==> src/inc/mpm_pkg.sv <==
package mpm_pkg;
  // ----------------------------------------
  // Connection handling
  // ----------------------------------------
  localparam logic [1:0] MAX_SESSIONS = 2'h3;
  localparam logic [15:0] SERVER_PORT = 16'h01f6;
  // ----------------------------------------
  // Register space layout
  // ----------------------------------------
  localparam logic [15:0] USER_FIRST = 16'h0001;
  localparam logic [15:0] USER_LAST = 16'h0100;
  localparam logic [15:0] FIXED_BASE = 16'h0211;
  localparam logic [15:0] PARAM_FIRST = 16'h0001;
  // ----------------------------------------
  // Request spaces
  // ----------------------------------------
  localparam logic [1:0] SPACE_HOLDING = 2'h0;
  localparam logic [1:0] SPACE_INPUT = 2'h1;
  localparam logic [1:0] SPACE_COIL = 2'h2;
  localparam logic [1:0] SPACE_DISCRETE = 2'h3;
  // ----------------------------------------
  // Parameter data types
  // ----------------------------------------
  localparam logic [2:0] TYPE_NONE = 3'h0;
  localparam logic [2:0] TYPE_BYTE = 3'h1;
  localparam logic [2:0] TYPE_WORD = 3'h2;
  localparam logic [2:0] TYPE_DWORD = 3'h3;
  localparam logic [2:0] TYPE_STRING = 3'h4;
  // ----------------------------------------
  // Exception answers
  // ----------------------------------------
  localparam logic [7:0] EXC_NONE = 8'h00;
  localparam logic [7:0] EXC_FUNCTION = 8'h01;
  localparam logic [7:0] EXC_ADDRESS = 8'h02;
  // ----------------------------------------
  // Address region kinds and access states
  // ----------------------------------------
  typedef enum logic [1:0] {
    MPM_REG_USER = 2'h0,
    MPM_REG_RESERVED = 2'h1,
    MPM_REG_FIXED = 2'h2
  } mpm_region_t;
  typedef enum logic [3:0] {
    MPM_IDLE = 4'h1,
    MPM_DEC = 4'h2,
    MPM_DATA = 4'h4,
    MPM_RESP = 4'h8
  } mpm_state_t;
endpackage : mpm_pkg

==> src/inc/mpm_dec_if.sv <==
`timescale 1ns/1ps
interface mpm_dec_if;
  logic [15:0] reg_addr;
  logic [15:0] map_param;
  logic map_half;
  mpm_pkg::mpm_region_t region;
  logic [15:0] param_num;
  logic half;
  modport dec (
    input reg_addr,
    input map_param,
    input map_half,
    output region,
    output param_num,
    output half
  );
  modport user (
    output reg_addr,
    output map_param,
    output map_half,
    input region,
    input param_num,
    input half
  );
endinterface : mpm_dec_if

==> src/rtl/mpm_addr_decode.sv <==
`timescale 1ns/1ps
module mpm_addr_decode (
  mpm_dec_if.dec d
);
  // ----------------------------------------
  // Region selection
  // ----------------------------------------
  wire [15:0] fixed_off = d.reg_addr - mpm_pkg::FIXED_BASE;
  wire is_user = (d.reg_addr >= mpm_pkg::USER_FIRST) &&
                 (d.reg_addr <= mpm_pkg::USER_LAST);
  wire is_fixed = d.reg_addr >= mpm_pkg::FIXED_BASE;
  // Fixed area: two registers per parameter
  wire [15:0] fixed_num = {1'b0, fixed_off[15:1]} + mpm_pkg::PARAM_FIRST;
  // User area goes through the external table
  assign d.region = is_user ? mpm_pkg::MPM_REG_USER :
                    is_fixed ? mpm_pkg::MPM_REG_FIXED :
                    mpm_pkg::MPM_REG_RESERVED;
  assign d.param_num = is_user ? d.map_param : fixed_num;
  assign d.half = is_user ? d.map_half : fixed_off[0];
endmodule : mpm_addr_decode

==> src/rtl/mpm_param_mapper.sv <==
`timescale 1ns/1ps
module mpm_param_mapper (
  input wire logic clk,
  input wire logic reset,
  input wire logic conn_req,
  input wire logic [15:0] conn_port,
  input wire logic conn_close,
  input wire logic [7:0] max_conn,
  output logic conn_accept,
  output logic conn_refuse,
  output logic [1:0] open_count,
  input wire logic req_valid,
  output logic req_ready,
  input wire logic req_first,
  input wire logic req_write,
  input wire logic [1:0] req_space,
  input wire logic [15:0] req_addr,
  input wire logic [15:0] req_wdata,
  output logic rsp_valid,
  output logic [15:0] rsp_data,
  output logic [7:0] rsp_exc,
  output logic [7:0] map_index,
  input wire logic [15:0] map_param,
  input wire logic map_half,
  input wire logic high_word_first,
  output logic param_rd,
  output logic param_wr,
  output logic [15:0] param_num,
  output logic [31:0] param_wdata,
  input wire logic [31:0] param_rdata,
  input wire logic [2:0] param_type,
  input wire logic param_exists
);
  // ----------------------------------------
  // Connection admission
  // ----------------------------------------
  logic [1:0] open_ff;
  logic accept_ff;
  logic refuse_ff;
  wire limit_zero = max_conn == 8'h00;
  wire below_max = (open_ff < mpm_pkg::MAX_SESSIONS) &&
                   ({6'h00, open_ff} < max_conn);
  wire port_ok = conn_port == mpm_pkg::SERVER_PORT;
  wire admit = conn_req && port_ok && !limit_zero && below_max;
  wire drop = conn_close && (open_ff != 2'h0);
  wire [1:0] nxt_open = open_ff + {1'b0, admit} - {1'b0, drop};
  always_ff @(posedge clk)
  begin
    if (reset)
    begin
      open_ff <= 2'h0;
      accept_ff <= 1'b0;
      refuse_ff <= 1'b0;
    end
    else
    begin
      open_ff <= nxt_open;
      accept_ff <= admit;
      refuse_ff <= conn_req && !admit;
    end
  end
  assign open_count = open_ff;
  assign conn_accept = accept_ff;
  assign conn_refuse = refuse_ff;
  // ----------------------------------------
  // Request capture and sequencing
  // ----------------------------------------
  mpm_pkg::mpm_state_t state_ff;
  mpm_pkg::mpm_state_t nxt_state;
  logic ready_ff;
  logic write_ff;
  logic [1:0] space_ff;
  logic [15:0] addr_ff;
  logic [15:0] wdata_ff;
  logic [7:0] index_ff;
  logic half_ff;
  logic take;
  assign take = req_valid && ready_ff && (state_ff == mpm_pkg::MPM_IDLE);
  always_comb
  begin
    case (state_ff)
      mpm_pkg::MPM_IDLE: nxt_state = take ? mpm_pkg::MPM_DEC : state_ff;
      mpm_pkg::MPM_DEC: nxt_state = mpm_pkg::MPM_DATA;
      mpm_pkg::MPM_DATA: nxt_state = mpm_pkg::MPM_RESP;
      mpm_pkg::MPM_RESP: nxt_state = mpm_pkg::MPM_IDLE;
      default: nxt_state = mpm_pkg::MPM_IDLE;
    endcase
  end
  // User table is looked up with the zero-based register index
  wire [15:0] user_index = req_addr - mpm_pkg::USER_FIRST;
  always_ff @(posedge clk)
  begin
    if (reset)
    begin
      state_ff <= mpm_pkg::MPM_IDLE;
      ready_ff <= 1'b0;
      write_ff <= 1'b0;
      space_ff <= mpm_pkg::SPACE_HOLDING;
      addr_ff <= 16'h0000;
      wdata_ff <= 16'h0000;
      index_ff <= 8'h00;
    end
    else
    begin
      state_ff <= nxt_state;
      ready_ff <= nxt_state == mpm_pkg::MPM_IDLE;
      if (take)
      begin
        write_ff <= req_write;
        space_ff <= req_space;
        addr_ff <= req_addr;
        wdata_ff <= req_wdata;
        index_ff <= user_index[7:0];
      end
    end
  end
  assign req_ready = ready_ff;
  assign map_index = index_ff;
  // ----------------------------------------
  // Address decode
  // ----------------------------------------
  mpm_dec_if dif ();
  assign dif.reg_addr = addr_ff;
  assign dif.map_param = map_param;
  assign dif.map_half = map_half;
  mpm_addr_decode u_dec (
    .d(dif.dec)
  );
  // Empty user slot reads as unused
  wire user_empty = (dif.region == mpm_pkg::MPM_REG_USER) &&
                    (map_param == 16'h0000);
  wire in_dec = state_ff == mpm_pkg::MPM_DEC;
  wire in_data = state_ff == mpm_pkg::MPM_DATA;
  logic [15:0] num_ff;
  logic rd_ff;
  always_ff @(posedge clk)
  begin
    if (reset)
    begin
      num_ff <= 16'h0000;
      half_ff <= 1'b0;
      rd_ff <= 1'b0;
    end
    else
    begin
      rd_ff <= in_dec && !user_empty &&
               (dif.region != mpm_pkg::MPM_REG_RESERVED);
      if (in_dec)
      begin
        num_ff <= dif.param_num;
        half_ff <= dif.half;
      end
    end
  end
  assign param_rd = rd_ff;
  assign param_num = num_ff;
  // ----------------------------------------
  // Data placement
  // ----------------------------------------
  // Only holding and input spaces exist, both with one map
  wire bad_space = (space_ff == mpm_pkg::SPACE_COIL) ||
                   (space_ff == mpm_pkg::SPACE_DISCRETE);
  wire no_target = !rd_ff;
  wire bad_param = rd_ff && !param_exists;
  wire is_byte = param_type == mpm_pkg::TYPE_BYTE;
  wire is_word = param_type == mpm_pkg::TYPE_WORD;
  // Whole-array numbers arrive as dwords: first four bytes only
  wire is_dword = param_type == mpm_pkg::TYPE_DWORD;
  wire is_str = param_type == mpm_pkg::TYPE_STRING;
  wire [15:0] word_lo = param_rdata[15:0];
  wire [15:0] word_hi = param_rdata[31:16];
  wire [15:0] dword_word = (half_ff ^ high_word_first) ? word_hi :
                           word_lo;
  // Char 0 in bits 7:0, so it lands in the low byte
  wire [15:0] str_word = half_ff ? word_hi : word_lo;
  wire [15:0] small_word = half_ff ? 16'h0000 :
                           is_byte ? {8'h00, param_rdata[7:0]} :
                           word_lo;
  wire [15:0] rd_word = (no_target || bad_param) ? 16'h0000 :
                        is_dword ? dword_word :
                        is_str ? str_word :
                        (is_byte || is_word) ? small_word :
                        16'h0000;
  wire [7:0] exc = bad_space ? mpm_pkg::EXC_FUNCTION :
                   bad_param ? mpm_pkg::EXC_ADDRESS :
                   mpm_pkg::EXC_NONE;
  // ----------------------------------------
  // Writes and half pairing
  // ----------------------------------------
  // Pending first half is kept across requests until the next wide write (a second half clears it) or a request taken with req_first
  logic pend_ff;
  logic [15:0] pend_num_ff;
  logic [15:0] pend_word_ff;
  wire wr_ok = in_data && write_ff && !bad_space && !bad_param &&
               !no_target;
  wire wide = is_dword || is_str;
  wire small_wr = wr_ok && (is_byte || is_word) && !half_ff;
  wire pair_ok = wr_ok && wide && half_ff && pend_ff &&
                 (pend_num_ff == num_ff);
  wire [31:0] pair_data = (high_word_first && !is_str) ?
                          {pend_word_ff, wdata_ff} :
                          {wdata_ff, pend_word_ff};
  wire [31:0] small_data = is_byte ? {24'h000000, wdata_ff[7:0]} :
                           {16'h0000, wdata_ff};
  always_ff @(posedge clk)
  begin
    if (reset || (take && req_first))
    begin
      pend_ff <= 1'b0;
      pend_num_ff <= 16'h0000;
      pend_word_ff <= 16'h0000;
    end
    else if (wr_ok && wide)
    begin
      pend_ff <= !half_ff;
      pend_num_ff <= num_ff;
      pend_word_ff <= wdata_ff;
    end
  end
  logic wr_ff;
  logic [31:0] wdata_out_ff;
  logic rsp_valid_ff;
  logic [15:0] rsp_data_ff;
  logic [7:0] rsp_exc_ff;
  always_ff @(posedge clk)
  begin
    if (reset)
    begin
      wr_ff <= 1'b0;
      wdata_out_ff <= 32'h00000000;
      rsp_valid_ff <= 1'b0;
      rsp_data_ff <= 16'h0000;
      rsp_exc_ff <= 8'h00;
    end
    else
    begin
      wr_ff <= small_wr || pair_ok;
      rsp_valid_ff <= in_data;
      if (small_wr || pair_ok)
        wdata_out_ff <= pair_ok ? pair_data : small_data;
      if (in_data)
      begin
        rsp_data_ff <= write_ff ? 16'h0000 : rd_word;
        rsp_exc_ff <= exc;
      end
    end
  end
  assign param_wr = wr_ff;
  assign param_wdata = wdata_out_ff;
  assign rsp_valid = rsp_valid_ff;
  assign rsp_data = rsp_data_ff;
  assign rsp_exc = rsp_exc_ff;
endmodule : mpm_param_mapper

==> config.mk <==
export PLATFORM = sky130hd
export DESIGN_NAME = mpm_param_mapper
export DESIGN_NICKNAME = d
export VERILOG_FILES = /design/src/inc/mpm_pkg.sv /design/src/inc/mpm_dec_if.sv /design/src/rtl/mpm_addr_decode.sv /design/src/rtl/mpm_param_mapper.sv
export SDC_FILE = /design/constraint.sdc
export NUM_CORES = 1
export LEC_CHECK = 0
export BUFFER_PORTS_ARGS = -buffer_cell sky130_fd_sc_hd__buf_2
export CORE_MARGIN = 2
export CORE_UTILIZATION = 46
export CTS_BUF_LIST = sky130_fd_sc_hd__clkbuf_8
export CTS_CLUSTER_SIZE = 14
export DETAILED_ROUTE_END_ITERATION = 8
export PLACE_DENSITY = 0.74
export SLEW_MARGIN = 20
export SYNTH_ARGS = -nofsm -noshare
export SYNTH_HDL_FRONTEND = slang
export SYNTH_HIERARCHICAL = 1
export SYNTH_SLANG_ARGS = --single-unit
export TNS_END_PERCENT = 1
==> constraint.sdc <==
create_clock -name clk -period 2.7 [get_ports clk]
set_input_delay 0.27 -clock clk [delete_from_list [all_inputs] [get_ports clk]]
set_output_delay 0.27 -clock clk [all_outputs]
set_load 0.005 [all_outputs]
==> results.toml <==
[global_route]
grt_pass1_wl_microns = 33900
grt_max_degree = 52
grt_antenna_before_repair = 0
track_usage_pct = 23.1
grt-ovfl-total = 0
grt_pass1_vias = 6735

[clocking]
htreeDepth = 4
cts_repair_resize_count = 0
cts_setup_buffers = 0
clockBufferDepth = 2
cts_tree = "done"
root_buffer = "clkbuf_8"
cts.clk_slew.worst_paths_ns = 0.09
cts_made_buffers = 17
clock_sinks = 154
clk_latency_ns = 0.45
hold_buffers = 0

[logic_synthesis]
syn_area_sq_mm = 0.00786
netlist_instances = 964
synth-async-reset-ratio_pct = 0
yosysWarnings = 6
synth-main-ff-cell = "dfxtp_1"
synth_seq_cells = 154
synth-seq-area-share_pct = 39.2
postSynthAreaPerCell_sq_um = 8.15
synth.distinct_cells = 74
synth_edf_count = 0

[route]
top_layer_used = "met4"
vias = 7496
drt-pass1-iter-count = 5
met2_length_microns = 10400
wl_per_cell_microns = 15.2
viasPerCell = 5.40
final_antenna_net_count = 0
wl_met1_microns = 9480
met3_length_microns = 1100
drt_iter0_drc = 513
drc = 0
wl_microns = 21200

[placed_design]
dpl.cell_count = 1357
io_buffer_count = 199
dp_hpwl_microns = 15100
routabilityCongestion = 0.922
place_ws_ns = 0.107

[worst_setup_path]
cpMaxStageDelayCell = "or3_1"
cp-startpoint = "state_ff[2]"
end_kind = "flop"
cpPeakStageDelay_ns = 0.67
path_max_fanout = 14
cp.required_ns = 3.07
crit_type = "reg -> reg"
cp.arrival_ns = 2.94
critPathBufInv = 0
worstSetupStartpointType = "flop"
reg2reg_from = "state_ff[2]"
path_delay_family = "simple AND/OR/NAND/NOR gates"
crit_chain = "or4b_1 -> a2111oi_4 -> nand3_2 -> or3_1 -> o2bb2ai_1"

[sta]
hold_viol = 0
fin_hold_ws_ns = 0.0490
slew_headroom_pct = 47.6
period_minus_slack_ns = 2.57
fin_worst_skew_ns = 0.0152
finalMaxSlewViolations = 0
setup_viol = 0
tightest_slew_ns = 0.782
period_share_pct = 95.1
max_freq_mhz = 390
finalWorstSetupSlack_ns = 0.133

[floorplan]
initial_core_util_pct = 47.2
core_sq_mm = 0.0166
chipHeight_microns = 135
boundaryPins = 207
die-area_sq_mm = 0.0181
row_count = 47
fp.dieW_microns = 135

[outcome]
outcome = "complete, no violations"

[finish]
synthToLayoutAreaGrowth_pct = 22.1
diodes = 0
drive_above_1_share_pct = 27.0
nets = 1282
finalNonFillerCells = 1388

[min_path]
hp-class = "in -> reg"
hold_start = "req_wdata[13]"

[job]
max_cap_violations = 0

[power_and_ir_drop]
irDropWorstVdd_mv = 0.344
power.density_mw_per_mm2 = 514
leakage_uw = 0.00402
-- layout by cell type, fill, tap and decap left out, types with 6 or more instances in the layout --
master,count
a32oi_1,16
buf_4,48
o21ai_0,16
nor2_1,54
o22ai_1,9
o2bb2ai_1,29
buf_2,198
dfxtp_1,154
conb_1,6
xnor2_1,21
or3_1,6
xor2_1,28
mux2i_1,39
a211oi_1,8
inv_1,12
nand2_1,222
nor4_1,12
a21oi_1,103
nand3_1,23
clkbuf_8,18
a221o_1,7
ha_1,7
mux2_2,7
nor3_1,11
-- synth_stat cells, drive strengths merged (4+ instances only) --
cell type	n	area (sq um)
nand2	222	833
o211ai	5	37.5
ha	7	87.6
nor3	15	75.1
nand4	5	31.3
o21ai	16	80.1
clkbuf	57	214
nor2	55	209
o2bb2ai	29	254
mux2i	39	390
a211oi	8	60.1
a32oi	16	140
and3	4	25.0
inv	12	45.0
nand3	24	125
nand2b	4	25.0
xnor2	22	193
or4	4	30.0
xor2	28	245
o22ai	9	56.3
a2111oi	5	100
o21a	4	30.0
mux2	7	78.8
dfxtp	154	3080
a221o	7	70.1
nor2b	4	25.0
buf	23	173
nor4	13	87.6
or3	7	48.8
a21oi	103	515
-- metrics by stage --
step	cell area (sq um)	setup TNS, ns	total power, uW	utilization, %
after detailed placement	9190	0	3230	55.2
after global routing	9590	-0.0190	5170	57.6
after floorplan	7890	0	2950	-
after CTS	9580	0	4960	57.6
final	9590	0	4930	57.6
after global placement	9180	0	3220	55.2
-- worst register-to-register path: stages, from the launching register on --
cell and delay [ns]:
dfxtp_1 0.42, or4b_1 0.55, a2111oi_4 0.40, nand3_2 0.22, or3_1 0.67, o2bb2ai_1 0.25
-- per-layer routing --
metal | up-vias | track usage [%]
met1 | 3508 | 29.9
li1 | 3769 | -
met2 | 201 | 40.0
met4 | 0 | 4.74
met3 | 18 | 4.50
met5 | - | 0
-- flip-flops by register name, summed over array words and instances (netlist names), 8 cells and up --
name          cells
pend_num_ff      16
pend_word_ff     16
map_index         8
param_num        16
param_wdata      32
wdata_ff         16
rsp_data         16
addr_ff          16
-- where the power goes --
group	switching (uW)	internal, uW	total, uW	leakage (uW)
logic	456	381	836	0.00258
registers	42.5	2310	2350	0.00125
clock network	892	850	1740	0.000198
total	1390	3540	4930	0.00402
-- logic make-up after synthesis --
family          synth area share (%)
compound gates                  20.4
simple gates                    22.2
mux                             5.97
buf+inv                         5.49
fa+ha+maj                       1.11
other cells                   0.0477
flops                           39.2
xor+xnor                        5.57
-- layout make-up --
| cell class | count | area (sq um) |
|---|---|---|
| multi-input cells | 723 | 4410 |
| fillers | 1588 | 7050 |
| clock buffers | 18 | 248 |
| clock inverters | 13 | 141 |
| flip-flops and latches | 154 | 3080 |
| well taps | 220 | 275 |
| inverters | 12 | 45.0 |
| repair buffers | 248 | 1390 |
-- final timing paths --
kind                                         to  cells after the start  slack [ns]
worst max-delay path            param_wdata[23]                      5        0.13
worst min-delay path               wdata_ff[13]                      3        0.05
worst max register to register  param_wdata[23]                      5        0.13
worst min register to register  param_wdata[21]                      1        0.46
Power figures use the tool's default switching activity.
